--- src/rfsc_pkg.sv ---
// Shared constants and carrier types for the RF supply, DAC and clock enable control.
package rfsc_pkg;

  // ==========================================================================
  // Widths and values after reset
  // ==========================================================================
  localparam int unsigned PA_CODE_W     = 8;
  localparam int unsigned TRIM_CODE_W   = 12;
  localparam int unsigned TRIM_HIGH_W   = 4;
  localparam int unsigned TRIM_LOW_W    = 8;
  localparam int unsigned SER_DATA_W    = 8;
  localparam int unsigned NUM_PA_OUTS   = 3;
  localparam int unsigned NUM_CLK_OUTS  = 3;

  localparam logic [7:0]  PA_CODE_RESET   = 8'h80;
  localparam logic [11:0] TRIM_CODE_RESET = 12'h800;
  localparam logic [7:0]  CTRL_RESET      = 8'h3F;

  // ==========================================================================
  // Register selects on the read/write serial port
  // ==========================================================================
  localparam logic [1:0] SEL_PA_REF    = 2'h0;
  localparam logic [1:0] SEL_TRIM_HIGH = 2'h1;
  localparam logic [1:0] SEL_TRIM_LOW  = 2'h2;
  localparam logic [1:0] SEL_CONTROL   = 2'h3;

  // ==========================================================================
  // Control register bit positions
  // ==========================================================================
  localparam int unsigned CTRL_TRIM_PWR_BIT  = 0;
  localparam int unsigned CTRL_CLK2_EN_BIT   = 1;
  localparam int unsigned CTRL_CLK3_EN_BIT   = 2;
  localparam int unsigned CTRL_AUX3_PWR_BIT  = 3;
  localparam int unsigned CTRL_AUX3_MODE_BIT = 4;
  localparam int unsigned CTRL_AUX_SRC_BIT   = 5;

  // ==========================================================================
  // Carrier types
  // ==========================================================================
  typedef struct packed {
    logic master_enable;
    logic io_supply_present;
    logic control_reset_n;
    logic sysclk_request;
    logic second_clock_request;
    logic rx_front_end_on;
    logic tx_prepare;
    logic tx_active;
    logic band_select_a;
    logic band_select_b;
    logic osc_overcurrent;
  } rfsc_pins_t;

  typedef struct packed {
    logic aux_mode_source;
    logic aux3_mode_select;
    logic aux3_power_enable;
    logic clock_out3_enable;
    logic clock_out2_enable;
    logic trim_dac_power_enable;
  } rfsc_ctrl_t;

  typedef struct packed {
    logic                   core_on;
    logic                   buffer_on;
    logic [NUM_PA_OUTS-1:0] out_enable;
    logic [NUM_PA_OUTS-1:0] out_pulldown;
  } rfsc_pa_out_t;

endpackage : rfsc_pkg

--- src/rfsc_pa_ref_decode.sv ---
// Pin decode for the power-amplifier reference DAC core, buffer and output select.
`timescale 1ns/1ps
module rfsc_pa_ref_decode
(
  input  wire logic                  master_enable_i, // Master enable, high on
  input  wire logic                  tx_prepare_i,    // Transmit prepare pin
  input  wire logic                  tx_active_i,     // Transmit active pin
  input  wire logic                  band_select_a_i, // Band select 1 pin
  input  wire logic                  band_select_b_i, // Band select 2 pin
  output rfsc_pkg::rfsc_pa_out_t     pa_o             // Core, buffer and output enables
);

  logic [rfsc_pkg::NUM_PA_OUTS-1:0] band_onehot;
  logic                             core_on;
  logic                             buffer_on;

  // ==========================================================================
  // Band decode
  // ==========================================================================
  always_comb
  begin
    band_onehot = '0;
    if (!band_select_a_i && !band_select_b_i)
    begin
      band_onehot[0] = 1'b1;
    end
    else if (band_select_a_i && !band_select_b_i)
    begin
      band_onehot[1] = 1'b1;
    end
    else if (!band_select_a_i && band_select_b_i)
    begin
      band_onehot[2] = 1'b1;
    end
  end

  // The core stays powered while master enable and prepare are high so the code settles before
  // transmit; the buffer only drives once transmit is active on a legal band.
  assign core_on   = master_enable_i && tx_prepare_i;
  assign buffer_on = core_on && tx_active_i && (band_onehot != '0);

  always_comb
  begin
    pa_o.core_on      = core_on;
    pa_o.buffer_on    = buffer_on;
    pa_o.out_enable   = buffer_on ? band_onehot : '0;
    pa_o.out_pulldown = (core_on && !buffer_on) ? '1 : '0;
  end

endmodule : rfsc_pa_ref_decode

--- src/rfsc_trim_seq.sv ---
// Frequency-trim code register with ordered two-step and single-step write paths.
`timescale 1ns/1ps
module rfsc_trim_seq
(
  input  wire logic                                clk_sys_i,     // System clock
  input  wire logic                                reset_n_i,     // Synchronous reset, low
  input  wire logic                                clear_i,       // Return to default, high
  input  wire logic                                high_wr_i,     // High part written, pulse
  input  wire logic                                low_wr_i,      // Low part written, pulse
  input  wire logic [rfsc_pkg::SER_DATA_W-1:0]     wdata_i,       // Serial write data
  input  wire logic                                wo_wr_i,       // Whole code written, pulse
  input  wire logic [rfsc_pkg::TRIM_CODE_W-1:0]    wo_code_i,     // Whole code value
  output logic      [rfsc_pkg::TRIM_CODE_W-1:0]    trim_code_o,   // Applied trim code
  output logic                                     pending_o      // High part staged
);

  typedef struct packed {
    logic                               pending;
    logic [rfsc_pkg::TRIM_HIGH_W-1:0]   staged_high;
    logic [rfsc_pkg::TRIM_CODE_W-1:0]   code;
  } rfsc_trim_state_t;

  rfsc_trim_state_t state;
  rfsc_trim_state_t next_state;

  // ==========================================================================
  // Next state
  // ==========================================================================
  always_comb
  begin
    next_state = state;
    if (clear_i)
    begin
      next_state.pending     = 1'b0;
      next_state.staged_high = '0;
      next_state.code        = rfsc_pkg::TRIM_CODE_RESET;
    end
    else if (wo_wr_i)
    begin
      // A whole-code write supersedes any half-finished two-step update.
      next_state.code    = wo_code_i;
      next_state.pending = 1'b0;
    end
    else if (low_wr_i && state.pending)
    begin
      next_state.code    = {state.staged_high, wdata_i[rfsc_pkg::TRIM_LOW_W-1:0]};
      next_state.pending = 1'b0;
    end
    else if (high_wr_i)
    begin
      next_state.staged_high = wdata_i[rfsc_pkg::TRIM_HIGH_W-1:0];
      next_state.pending     = 1'b1;
    end
  end

  // ==========================================================================
  // State register
  // ==========================================================================
  always_ff @(posedge clk_sys_i)
  begin
    if (!reset_n_i)
    begin
      state.pending     <= 1'b0;
      state.staged_high <= '0;
      state.code        <= rfsc_pkg::TRIM_CODE_RESET;
    end
    else
    begin
      state <= next_state;
    end
  end

  assign trim_code_o = state.code;
  assign pending_o   = state.pending;

endmodule : rfsc_trim_seq

--- src/rfsc_ctrl.sv ---
// Top of the RF supply, DAC and clock enable control: pins, codes and decodes.
//
// Summary of operation
// - Oscillator supply on only while master enable and clock request are high.
// - Oscillator supply output is cut while overcurrent is flagged, restored after.
// - Reference DAC core powers from master enable and the transmit-prepare pin.
// - Band selects pick one reference output: 00 first, a second, b third.
// - Both band selects high: buffer off, outputs pulled low, core kept on.
// - Prepare high, active low: buffer off, outputs pulled low, core kept on.
// - Reference DAC power and output select come from pins only.
// - Reference code is kept across reference DAC power cycles.
// - Control reset low or master enable low restores reference code default.
// - Trim DAC on when master enable, clock request and power bit high.
// - Read/write port applies trim only after high then low part writes.
// - Write-only port applies a complete trim code in one access.
// - Clock request or trim power bit low: trim output off, pulled low.
// - Trim DAC resumes at the retained code after powering up again.
// - Control reset low or master enable low restores trim code default.
// - First clock output on with master enable and clock request alone.
// - Second clock output needs its enable bit and second clock request too.
// - Third clock output needs its enable bit and receive front-end pin too.
// - Third auxiliary regulator on with master enable and its power bit, default one.
// - Its mode follows mode bit or second clock request per source bit; normal if no I/O supply.
`timescale 1ns/1ps
module rfsc_ctrl
(
  input  wire logic                              clk_sys_i,              // System clock
  input  wire logic                              reset_n_i,              // Sync reset, low
  input  rfsc_pkg::rfsc_pins_t                   pins_i,                 // Host control pins
  input  wire logic                              rw_wr_i,                // R/W port write pulse
  input  wire logic                              rw_rd_i,                // R/W port read pulse
  input  wire logic [1:0]                        rw_sel_i,               // R/W register select
  input  wire logic [rfsc_pkg::SER_DATA_W-1:0]   rw_wdata_i,             // R/W write data
  input  wire logic                              wo_wr_i,                // Write-only pulse
  input  wire logic [rfsc_pkg::TRIM_CODE_W-1:0]  wo_trim_code_i,         // Write-only trim
  output logic      [rfsc_pkg::SER_DATA_W-1:0]   rw_rdata_o,             // Read data, reg
  output logic                                   rw_rvalid_o,            // Read data valid
  output logic                                   oscillator_supply_on_o, // Osc supply on
  output rfsc_pkg::rfsc_pa_out_t                 pa_o,                   // Reference DAC
  output logic      [rfsc_pkg::PA_CODE_W-1:0]    pa_ref_code_o,          // Ref code, reg
  output logic                                   freq_trim_on_o,         // Trim DAC on
  output logic                                   freq_trim_pulldown_o,   // Trim to ground
  output logic      [rfsc_pkg::TRIM_CODE_W-1:0]  trim_code_o,            // Trim code, reg
  output logic                                   trim_pending_o,         // High part staged
  output logic      [rfsc_pkg::NUM_CLK_OUTS-1:0] clock_out_enable_o,     // Clock buffers
  output logic                                   aux3_on_o,              // Aux3 supply on
  output logic                                   aux3_normal_mode_o,     // Aux3 normal mode
  output rfsc_pkg::rfsc_ctrl_t                   ctrl_o                  // Control bits
);

  // ==========================================================================
  // State
  // ==========================================================================
  typedef struct packed {
    logic [rfsc_pkg::PA_CODE_W-1:0]  pa_code;
    rfsc_pkg::rfsc_ctrl_t            ctrl;
    logic [rfsc_pkg::SER_DATA_W-1:0] rdata;
    logic                            rvalid;
  } rfsc_main_state_t;

  rfsc_main_state_t state;
  rfsc_main_state_t next_state;

  logic                               soft_clear;
  logic                               write_ok;
  logic                               trim_high_wr;
  logic                               trim_low_wr;
  logic                               clock_base;
  logic [rfsc_pkg::TRIM_CODE_W-1:0]   trim_code;
  logic                               trim_pending;
  logic [rfsc_pkg::NUM_CLK_OUTS-1:0]  clk_extra;
  logic [rfsc_pkg::NUM_CLK_OUTS-1:0]  clk_bit_en;

  // ==========================================================================
  // Helper functions
  // ==========================================================================
  // Every clock-domain block shares the same gate of master enable and request.
  function automatic logic rfsc_clock_gate
  (
    input logic master_enable,
    input logic sysclk_request
  );
    return master_enable && sysclk_request;
  endfunction : rfsc_clock_gate

  function automatic rfsc_pkg::rfsc_ctrl_t rfsc_ctrl_unpack
  (
    input logic [rfsc_pkg::SER_DATA_W-1:0] data
  );
    rfsc_pkg::rfsc_ctrl_t c;
    c.trim_dac_power_enable = data[rfsc_pkg::CTRL_TRIM_PWR_BIT];
    c.clock_out2_enable     = data[rfsc_pkg::CTRL_CLK2_EN_BIT];
    c.clock_out3_enable     = data[rfsc_pkg::CTRL_CLK3_EN_BIT];
    c.aux3_power_enable     = data[rfsc_pkg::CTRL_AUX3_PWR_BIT];
    c.aux3_mode_select      = data[rfsc_pkg::CTRL_AUX3_MODE_BIT];
    c.aux_mode_source       = data[rfsc_pkg::CTRL_AUX_SRC_BIT];
    return c;
  endfunction : rfsc_ctrl_unpack

  function automatic logic [rfsc_pkg::SER_DATA_W-1:0] rfsc_ctrl_pack
  (
    input rfsc_pkg::rfsc_ctrl_t c
  );
    logic [rfsc_pkg::SER_DATA_W-1:0] d;
    d                                  = '0;
    d[rfsc_pkg::CTRL_TRIM_PWR_BIT]     = c.trim_dac_power_enable;
    d[rfsc_pkg::CTRL_CLK2_EN_BIT]      = c.clock_out2_enable;
    d[rfsc_pkg::CTRL_CLK3_EN_BIT]      = c.clock_out3_enable;
    d[rfsc_pkg::CTRL_AUX3_PWR_BIT]     = c.aux3_power_enable;
    d[rfsc_pkg::CTRL_AUX3_MODE_BIT]    = c.aux3_mode_select;
    d[rfsc_pkg::CTRL_AUX_SRC_BIT]      = c.aux_mode_source;
    return d;
  endfunction : rfsc_ctrl_pack

  // ==========================================================================
  // Serial write qualification
  // ==========================================================================
  // Control reset or master enable low holds the code and control registers at default and
  // serial writes are ignored meanwhile, so no write can slip in during reset.
  assign soft_clear   = !pins_i.control_reset_n || !pins_i.master_enable;
  assign write_ok     = rw_wr_i && !soft_clear;
  assign trim_high_wr = write_ok && (rw_sel_i == rfsc_pkg::SEL_TRIM_HIGH);
  assign trim_low_wr  = write_ok && (rw_sel_i == rfsc_pkg::SEL_TRIM_LOW);

  // ==========================================================================
  // Next state
  // ==========================================================================
  always_comb
  begin
    next_state        = state;
    next_state.rvalid = 1'b0;
    if (soft_clear)
    begin
      next_state.pa_code = rfsc_pkg::PA_CODE_RESET;
      next_state.ctrl    = rfsc_ctrl_unpack(rfsc_pkg::CTRL_RESET);
    end
    else if (write_ok)
    begin
      if (rw_sel_i == rfsc_pkg::SEL_PA_REF)
      begin
        next_state.pa_code = rw_wdata_i;
      end
      else if (rw_sel_i == rfsc_pkg::SEL_CONTROL)
      begin
        next_state.ctrl = rfsc_ctrl_unpack(rw_wdata_i);
      end
    end
    if (rw_rd_i)
    begin
      next_state.rvalid = 1'b1;
      if (rw_sel_i == rfsc_pkg::SEL_PA_REF)
      begin
        next_state.rdata = state.pa_code;
      end
      else if (rw_sel_i == rfsc_pkg::SEL_TRIM_HIGH)
      begin
        next_state.rdata = {{(rfsc_pkg::SER_DATA_W - rfsc_pkg::TRIM_HIGH_W){1'b0}},
                            trim_code[rfsc_pkg::TRIM_CODE_W-1:rfsc_pkg::TRIM_LOW_W]};
      end
      else if (rw_sel_i == rfsc_pkg::SEL_TRIM_LOW)
      begin
        next_state.rdata = trim_code[rfsc_pkg::TRIM_LOW_W-1:0];
      end
      else
      begin
        next_state.rdata = rfsc_ctrl_pack(state.ctrl);
      end
    end
  end

  // ==========================================================================
  // State register
  // ==========================================================================
  // The reference code is not tied to the DAC power state, so it survives a power cycle of
  // the DAC by the prepare pin and the output returns at the programmed level.
  always_ff @(posedge clk_sys_i)
  begin
    if (!reset_n_i)
    begin
      state.pa_code <= rfsc_pkg::PA_CODE_RESET;
      state.ctrl    <= rfsc_ctrl_unpack(rfsc_pkg::CTRL_RESET);
      state.rdata   <= '0;
      state.rvalid  <= 1'b0;
    end
    else
    begin
      state <= next_state;
    end
  end

  // ==========================================================================
  // Trim code sequencing
  // ==========================================================================
  rfsc_trim_seq u_trim_seq
  (
    .clk_sys_i   (clk_sys_i),
    .reset_n_i   (reset_n_i),
    .clear_i     (soft_clear),
    .high_wr_i   (trim_high_wr),
    .low_wr_i    (trim_low_wr),
    .wdata_i     (rw_wdata_i),
    .wo_wr_i     (wo_wr_i && !soft_clear),
    .wo_code_i   (wo_trim_code_i),
    .trim_code_o (trim_code),
    .pending_o   (trim_pending)
  );

  // ==========================================================================
  // Reference DAC decode
  // ==========================================================================
  // Only pins reach this decoder; nothing from the serial registers does.
  rfsc_pa_ref_decode u_pa_ref_decode
  (
    .master_enable_i (pins_i.master_enable),
    .tx_prepare_i    (pins_i.tx_prepare),
    .tx_active_i     (pins_i.tx_active),
    .band_select_a_i (pins_i.band_select_a),
    .band_select_b_i (pins_i.band_select_b),
    .pa_o            (pa_o)
  );

  // ==========================================================================
  // Oscillator supply and trim DAC enables
  // ==========================================================================
  assign clock_base = rfsc_clock_gate(pins_i.master_enable, pins_i.sysclk_request);

  // Overcurrent is a live indication, so the output returns on its own once
  // the condition clears, with no latch to be cleared by software.
  assign oscillator_supply_on_o = clock_base && !pins_i.osc_overcurrent;

  assign freq_trim_on_o       = clock_base && state.ctrl.trim_dac_power_enable;
  assign freq_trim_pulldown_o = !freq_trim_on_o;

  // ==========================================================================
  // Clock buffer enables
  // ==========================================================================
  assign clk_extra  = {pins_i.rx_front_end_on, pins_i.second_clock_request, 1'b1};
  assign clk_bit_en = {state.ctrl.clock_out3_enable, state.ctrl.clock_out2_enable, 1'b1};

  generate
    for (genvar i = 0; i < rfsc_pkg::NUM_CLK_OUTS; i++)
    begin : g_clk_out
      assign clock_out_enable_o[i] = clock_base && clk_bit_en[i] && clk_extra[i];
    end
  endgenerate

  // ==========================================================================
  // Third auxiliary regulator
  // ==========================================================================
  // With the I/O supply absent the host cannot drive the mode pin reliably,
  // so the regulator falls back to normal mode in that case.
  assign aux3_on_o = pins_i.master_enable && state.ctrl.aux3_power_enable;

  always_comb
  begin
    if (!aux3_on_o)
    begin
      aux3_normal_mode_o = 1'b0;
    end
    else if (!pins_i.io_supply_present)
    begin
      aux3_normal_mode_o = 1'b1;
    end
    else if (state.ctrl.aux_mode_source)
    begin
      aux3_normal_mode_o = state.ctrl.aux3_mode_select;
    end
    else
    begin
      aux3_normal_mode_o = pins_i.second_clock_request;
    end
  end

  // ==========================================================================
  // Outputs from registers
  // ==========================================================================
  assign pa_ref_code_o  = state.pa_code;
  assign trim_code_o    = trim_code;
  assign trim_pending_o = trim_pending;
  assign rw_rdata_o     = state.rdata;
  assign rw_rvalid_o    = state.rvalid;
  assign ctrl_o         = state.ctrl;

endmodule : rfsc_ctrl

--- config.mk ---
export PLATFORM = sky130hd
export DESIGN_NAME = rfsc_ctrl
export DESIGN_NICKNAME = d
export VERILOG_FILES = /design/src/rfsc_pkg.sv /design/src/rfsc_pa_ref_decode.sv /design/src/rfsc_trim_seq.sv /design/src/rfsc_ctrl.sv
export SDC_FILE = /design/constraint.sdc
export NUM_CORES = 1
export LEC_CHECK = 0
export ABC_AREA = 1
export BUFFER_PORTS_ARGS = -buffer_cell sky130_fd_sc_hd__buf_2
export CAP_MARGIN = 40
export CORE_ASPECT_RATIO = 1.75
export CORE_MARGIN = 3
export CORE_UTILIZATION = 43
export CTS_CLUSTER_SIZE = 16
export DETAILED_ROUTE_END_ITERATION = 12
export GPL_TIMING_DRIVEN = 0
export PLACE_DENSITY = 0.8
export SLEW_MARGIN = 30
export SYNTH_ARGS = -nofsm -noshare
export SYNTH_HDL_FRONTEND = slang
export SYNTH_SLANG_ARGS = --single-unit
--- constraint.sdc ---
create_clock -name clk_sys_i -period 1.1 [get_ports clk_sys_i]
set_input_delay 0.055 -clock clk_sys_i [delete_from_list [all_inputs] [get_ports clk_sys_i]]
set_output_delay 0.055 -clock clk_sys_i [all_outputs]
set_load 0.02 [all_outputs]
; Word level (Yosys, flattened, before mapping)
; Index checks and enable logic that the tools add are counted.
[classes]
bitwise = 4
mux = 16
n_eq_ne = 3
n_reduce_logical = 37
[ops]
columns = cell, n
row1 = $mux W12, 2
row2 = $mux W8, 3
row3 = $logic_and A1 B1 Y1, 20
row4 = $logic_not A1 Y1, 8
row5 = $mux W1, 8
row6 = $mux W3, 2
row7 = $reduce_and A3 Y1, 2
row8 = $eq A2 B2 Y1 const B, 2
row9 = $not A1 Y1, 4
row10 = $reduce_or A4 Y1, 1
row11 = $reduce_bool A3 Y1, 1
row12 = $eq A2 B1 Y1 const B, 1
row13 = $logic_not A2 Y1, 1
row14 = $mux W2, 1
row15 = $reduce_and A2 Y1, 1
row16 = $reduce_bool A2 Y1, 1
row17 = $reduce_or A2 Y1, 1
row18 = $logic_or A1 B1 Y1, 1
[word_totals]
out_inout_bits = 52
regBits = 40

; Longest topological paths before layout
; Gate-level depths: netlist (run 1).
[depth]
depth_word = 10
ltp_mapped = 7
depth_no_buf = 7

; By module
; Synthesis (run 1) repeated with hierarchy kept, for this count alone.
[unflattened]
hier_cells = 325
area_unflattened_um2 = 2097.0
[by_module_without_submodules]
columns = module, cells_per_inst, instances, area_per_inst_um2, seq_area_each_um2
row1 = rfsc_ctrl, 170, 1, 1104.8, 460.4
row2 = rfsc_trim_seq, 136, 1, 898.4, 340.3
row3 = rfsc_pa_ref_decode, 19, 1, 93.8, 0.0

; Worst setup path after synthesis (run 1)
; No wires, ideal clock.
[synth_path]
path_type = flip-flop to flip-flop
start = register u_trim_seq.state, in the netlist u_trim_seq.pending_o
end = register u_trim_seq.state, in the netlist u_trim_seq.trim_code_o[0]
setup_ns = 0.113
n_path_buf = 1
required_ns = 0.987
stages_incl_launch_ff = 6
t_arrival_ns = 1.117
path_slack_ns = -0.130
cell_sequence = dfxtp_1 -> nand3_1 -> o21a_2 -> buf_2 -> nor2_1 -> nor2_1
[synth_between]
elab_chain_cells = 2
[synth_rtl]
columns = element, line
row1 = from (decl), rfsc_trim_seq.sv:23  ; rfsc_trim_state_t state;
row2 = from (signal assigned), rfsc_trim_seq.sv:69  ; state <= next_state;
row3 = $logic_and A1 B1 Y1, rfsc_trim_seq.sv:44  ; else if (low_wr_i && state.pending)
row4 = $reduce_bool A2 Y1 (no source line), --
; No other way between the ends.
; A chain may end at the register's enable or synchronous reset.

; Worst setup path after layout (run 1)
[layout_path]
start = register state, in the netlist ctrl_o[5]
end = output port aux3_normal_mode_o
[layout_between]
elab_chain_cells = 3
[layout_rtl]
columns = element, line
row1 = from (decl), rfsc_ctrl.sv:61  ; rfsc_main_state_t state;
row2 = from (signal assigned), rfsc_ctrl.sv:187  ; state <= next_state;
row3 = $mux W1, rfsc_ctrl.sv:264  ; else if (state.ctrl.aux_mode_source)
row4 = $mux W1, rfsc_ctrl.sv:260  ; else if (!pins_i.io_supply_present)
row5 = $mux W1, rfsc_ctrl.sv:256  ; if (!aux3_on_o)
row6 = to (decl), rfsc_ctrl.sv:47  ; output logic aux3_normal_mode_o,
; No other way between the ends.

==> impl_metrics.toml, run 1 <==
[clocking]
cts.sinks = 40
htree_levels = 2
cts_buffers = 5
cts-root-buf = "clkbuf_8"
insertion_delay_ps = 300
cts_tree = "done"
cts_max_path_buffers = 2
clk_pin_slew_ps = 80
hold_buffers = 0

[power]
p_per_area_mw_per_mm2 = 1130
p_int_mw = 2.33
p_clk_share_pct = 37.8
p_comb_share_pct = 15.5
cellLeakagePower_nw = 1.62
total_power_mw = 3.19
power.share.sequential_pct = 46.7
vdd_drop_max_uv = 723
swShare_pct = 26.8
p_sw_mw = 0.856

[setup_path]
worstSetupPathType = "flip-flop to output pin"
cp.required_ps = 1040
cp-end-kind = "output pin"
r2r_cells = 6
crit_arrival_ps = 1040
start_kind = "flip-flop"
cp_max_fo = 4

[run]
cap_violations = 0

[global_routing]
grtUsageMet1_pct = 20.7
globalRouteMet2Util_pct = 38.1
grt-busiest-layer = "met2"
grt_antenna_before_repair = 0
grt_max_degree = 14
grt_pass1_wl_um = 9030
gr-total-overflow = 0
grt_usage_pct = 20.1
gr-usage-met3_pct = 3.28
grt_pass1_vias = 2063

[finish]
layout.cells.non_filler = 482
n_antenna_cell = 0
fillers = 469
drive_gt1_share_pct = 33.7
fin_area_mm2 = 0.00282
fin_util_pct = 59.9
areaGrowthSynthToFinish_pct = 33.6
layout.nets = 467

[floorplan]
die-area_mm2 = 0.00581
die_h_um = 98.6
initial_core_util_pct = 44.8
io_pins = 90
die_w_um = 58.9
core-area_mm2 = 0.00471
placementRows = 33

[logic_synthesis]
yosys-top-cells-area = "dfxtp_1 38%, nand2_1 15%, inv_1 9.6%"
yosysMostFrequentCell = "nand2_1"
synth-main-ff-cell = "dfxtp_1"
synthTopCellsByCount = "87 x nand2_1, 54 x inv_1, 49 x nor2_1"
syn_avg_cell_area_um2 = 6.41
syn-num-nets = 367
yosysTopAreaCell = "dfxtp_1"
synth_edf_count = 0
async_reset_ff_share_pct = 0
ys_seq_elements = 40
yosysTopAreaCellShare_pct = 38.0
synth.distinct_cells = 22
seq_area_frac_synth_pct = 38.0
synth_area_mm2 = 0.00211
yosysWarnings = 0
syn_inst = 329

[hold_path]
hold_path_class = "primary input to flip-flop"
whs_path_depth = 3

[timing]
setup_tns_ps = 0
setup_viol_count_final = 0
fmax_mhz = 915
holdWs_ps = -0.658
fin_crit_ps = 1090
rsz0062_at_grt = "yes"
fin_crit_sh_pct = 99.3
layout_setup_ws_ps = 7.36
worst_pin_slew_ps = 376
slew_violations = 0
clock_skew_ps = 7.37
max_slew_margin_pct = 74.9
hold_viol_final = 1

[place]
port_buffers = 89
hpwl_um = 4690
dp.cells = 470
place_congestion = 0.865
placed_cell_area_mm2 = 0.00263
place_ws_ps = -298

[detailed_routing]
dr_total_vias = 2341
routed_wl_um = 5870
viasPerCell = 4.86
first_pass_iters = 4
route.detailed.drc = 0
ant_nets = 0
detail_route.wl_per_cell_um = 12.2
drtIter0Drc = 77

[outcome]
failed_checks = "hold timing"
status = "complete, but fails checks"
-- critical path, stage by stage, from the launching register on --
cell and delay (ps):
dfxtp_2 370, nand2_1 50, a31oi_1 160, buf_4 160
-- kinds of logic after synthesis --
| family | count (synthesis) | share of synthesized area, % |
|---|---|---|
| compound gates | 51 | 13.6 |
| buf+inv | 80 | 18.3 |
| flops | 40 | 38.0 |
| simple gates | 158 | 30.1 |
-- state kept, by name, indices dropped and copies added (netlist names) --
signal,cells
u_trim_seq.trim_code_o,12
pa_ref_code_o,8
ctrl_o,6
rw_rdata_o,8
u_trim_seq.pending_o,1
u_trim_seq.state,4
rw_rvalid_o,1
-- power by group through the flow --
stage                     registers, mW  logic (mW)  clock network, mW
after global placement             1.52       0.471                  0
after global routing               1.49       0.545               1.27
after CTS                          1.49       0.490               1.21
final                              1.49       0.494               1.21
after floorplan                    1.55       0.250                  0
after detailed placement           1.52       0.478                  0
-- path summary, 6_finish.rpt --
| check | slack (ps) | start | endpoint |
|---|---|---|---|
| worst max-delay path | 7 | ctrl_o[5]$_SDFFE_PP1P_ | aux3_normal_mode_o |
| worst min-delay path | -0.7 | rw_wdata_i[7] | pa_ref_code_o[7]$_SDFFE_PP1P_ |
| worst max register to register | 20 | u_trim_seq.pending_o$_SDFFE_PP0P_ | u_trim_seq.trim_code_o[10]$_SDFFE_PP0P_ |
| worst min register to register | 470 | pa_ref_code_o[1]$_SDFFE_PP0P_ | pa_ref_code_o[1]$_SDFFE_PP0P_ |
-- layout by cell type (no fill, tap or decap) --
cell	netlist	routed
nor2_1	49	47
nand2_2	0	1
buf_6	2	2
a21oi_1	10	9
a31oi_1	1	1
nor2_2	3	4
inv_4	0	1
buf_2	5	91
nand3_4	0	1
nor3_1	3	3
o22ai_1	2	2
nand4_1	1	1
clkbuf_4	0	1
bufinv_16	0	1
inv_1	54	53
nand2_1	87	86
o21a_4	0	1
o211ai_1	2	2
clkbuf_8	0	5
buf_8	0	1
clkbuf_1	2	2
nand3_1	13	12
dfxtp_4	0	1
o21ai_1	1	1
clkinv_2	0	1
buf_4	17	22
a41oi_1	2	2
o21ai_0	29	29
nand3_2	2	2
nor2_4	0	1
inv_2	0	1
dfxtp_1	40	35
o21ai_2	3	3
dfxtp_2	0	4
a21oi_2	0	1
-- area by class of cell --
type	count	area, um^2	area share, %
timing repair buffer	93	480	17.1
buffer	26	193	6.84
tap	52	65.1	2.31
inverter	54	203	7.19
clock inverter	3	41.3	1.47
multi-input combinational	209	957	34.0
clock buffer	5	68.8	2.44
sequential	40	810	28.7
-- layer usage --
layer,up-vias,wire length [um]
li1,1194,-
met1,1020,2120
met2,112,3160
met3,15,452
met4,0,138
met5,-,0
-- timing repair --
item	in CTS	in global routing
endpoints found under the setup margin	16	14
endpoints found under the hold margin	0	0
buffers inserted	2	2
pin swaps	2	1
resized for setup	8	7
(Power assumes the default switching activity.)
==> inputs of run 2 (changes only) <==
--- a/config.mk
+++ b/config.mk
@@ -8,13 +8,15 @@
 export ABC_AREA = 1
 export BUFFER_PORTS_ARGS = -buffer_cell sky130_fd_sc_hd__buf_2
 export CAP_MARGIN = 40
+export CELL_PAD_IN_SITES_DETAIL_PLACEMENT = 1
+export CELL_PAD_IN_SITES_GLOBAL_PLACEMENT = 1
 export CORE_ASPECT_RATIO = 1.75
 export CORE_MARGIN = 3
-export CORE_UTILIZATION = 43
+export CORE_UTILIZATION = 28
 export CTS_CLUSTER_SIZE = 16
 export DETAILED_ROUTE_END_ITERATION = 12
 export GPL_TIMING_DRIVEN = 0
-export PLACE_DENSITY = 0.8
+export PLACE_DENSITY = 0.78
 export SLEW_MARGIN = 30
 export SYNTH_ARGS = -nofsm -noshare
 export SYNTH_HDL_FRONTEND = slang
==> run 2 against run 1 <==
The run ends with setup timing left; via count increased by 3.1%; clock power is 39% higher; design area is 8.6% higher; routed wire length grew 27%; flip-flop and latch count is the same; sequential share of layout area decreased by 2.2 points; fmax is 3.8% lower; combinational power rose by 8.3%; count of clock-buffer cells in the layout unchanged; largest power group is now the clock network.
==> impl_metrics.toml, run 2 (synthesized netlist as in run 1, its figures left out) <==
[outcome]
status = "complete, but fails checks"
failed_checks = "setup timing"

[timing]
layout_setup_ws_ps = -35.9
max_slew_margin_pct = 71.5
fin_crit_sh_pct = 103
slew_violations = 0
fin_crit_ps = 1140
rsz0062_at_grt = "yes"
hold_viol_final = 0
holdWs_ps = 18.3
fmax_mhz = 880
worst_pin_slew_ps = 428
clock_skew_ps = 2.45
setup_viol_count_final = 6
setup_tns_ps = -79.4

[global_routing]
grt_antenna_before_repair = 0
grt_max_degree = 14
gr-total-overflow = 0
grt_pass1_vias = 2351
grt_pass1_wl_um = 11300
grt_usage_pct = 16.5

[floorplan]
io_pins = 90
die_h_um = 121
die-area_mm2 = 0.00865
core-area_mm2 = 0.00728
initial_core_util_pct = 28.9
die_w_um = 71.6
placementRows = 41

[finish]
drive_gt1_share_pct = 38.3
layout.nets = 476
areaGrowthSynthToFinish_pct = 45.1
largest_register_ffs = 12
final_common_cell = "buf_2"
final_cell_mix = "91 x buf_2, 77 x nand2_1, 52 x inv_1"
n_antenna_cell = 0
fillers = 977

[clocking]
htree_levels = 2
cts-root-buf = "clkbuf_16"
cts_buffers = 5
cts.sinks = 40
insertion_delay_ps = 290
clk_pin_slew_ps = 60
cts_tree = "done"
cts_max_path_buffers = 2

[place]
hpwl_um = 5730
place_congestion = 0.799
port_buffers = 89

[detailed_routing]
route.detailed.drc = 0
routed_wl_um = 7450
viasPerCell = 4.60
dr_total_vias = 2414
ant_nets = 0
detail_route.wl_per_cell_um = 14.2
first_pass_iters = 4
drtIter0Drc = 68

[hold_path]
hold_path_class = "primary input to flip-flop"

[setup_path]
cp_slowest_cell = "dfxtp_4"
cp.required_ps = 1320
crit_path_frequent_cell = "nand2_2"
cp_max_fo = 5
cp-end-kind = "flip-flop"
crit_arrival_ps = 1360
crit_chain = "nand3_4 -> o21a_4 -> buf_8 -> nand2_2 -> nand2_2 -> nor2_2"
cpPeakStageDelay_ps = 360
worstSetupPathType = "flip-flop to flip-flop"
start_kind = "flip-flop"

[power]
cellLeakagePower_nw = 1.70
p_per_area_mw_per_mm2 = 1210
vdd_drop_max_uv = 573

[run]
cap_violations = 0
run 2: area by class of cell:
class | instances | area, um^2 | share of cell area (%)
clock inverters | 3 | 41.3 | 1.35
flip-flops and latches | 40 | 811 | 26.5
plain buffers | 26 | 193 | 6.30
clock buffers | 5 | 125 | 4.09
repair buffers | 102 | 569 | 18.6
inverters | 54 | 203 | 6.63
well taps | 86 | 108 | 3.52
multi-input cells | 209 | 1010 | 33.0
run 2: worst paths after layout:
| path | from | endpoint | slack (ps) | cells after the start |
|---|---|---|---|---|
| max | u_trim_seq.pending_o$_SDFFE_PP0P_ | u_trim_seq.trim_code_o[4]$_SDFFE_PP0P_ | -40 | 6 |
| max reg2reg | u_trim_seq.pending_o$_SDFFE_PP0P_ | u_trim_seq.trim_code_o[4]$_SDFFE_PP0P_ | -40 | 6 |
| min | rw_wdata_i[7] | pa_ref_code_o[7]$_SDFFE_PP1P_ | 20 | 3 |
| min reg2reg | pa_ref_code_o[1]$_SDFFE_PP0P_ | pa_ref_code_o[1]$_SDFFE_PP0P_ | 480 | 2 |
run 2: per-layer routing:
metal,vias to the layer above,wire length [um],share of wire [%],GRT usage (%)
li1,1212,-,-,-
met1,1132,2640,35,16.8
met2,63,4350,58,32.8
met3,7,380,5.1,2.83
met4,0,79,1.1,4.71
met5,-,0,0,0
run 2: timing repair:
item,CTS,global route
setup buffers,5,7
hold buffers,0,0
cloned,0,1
endpoints found under the hold margin,0,0
gates resized for setup,10,24
pin swaps,3,6
endpoints found under the setup margin,25,23
run 2: metrics by stage:
step / area, um^2 / util [%] / instances / power, mW / setup WS, ps
final: 3060 / 42.0 / 525 / 3.70 / -35.9
after global placement: 2680 / 36.7 / 504 / 2.01 / -328
after detailed placement: 2680 / 36.7 / 504 / 2.02 / -347
after CTS: 2910 / 40.0 / 517 / 3.69 / -20.2
after floorplan: 2120 / - / 329 / 1.80 / 22.0
after global routing: 3060 / 42.0 / 525 / 3.85 / -69.0
run 2: critical path, delay by kind of cell (launching register included):
family                 cells  cell delay, ps
flip-flops                 1             360
buffers and inverters      1             140
AO/OA/AOI/OAI              1             260
AND/OR/NAND/NOR            4             300
run 2: report_power, final:
group | leakage (nW) | switching (mW) | total, mW | internal, mW
Clock | 0.0841 | 0.610 | 1.68 | 1.07
Combinational | 1.29 | 0.334 | 0.535 | 0.201
Sequential | 0.323 | 0.0154 | 1.49 | 1.48
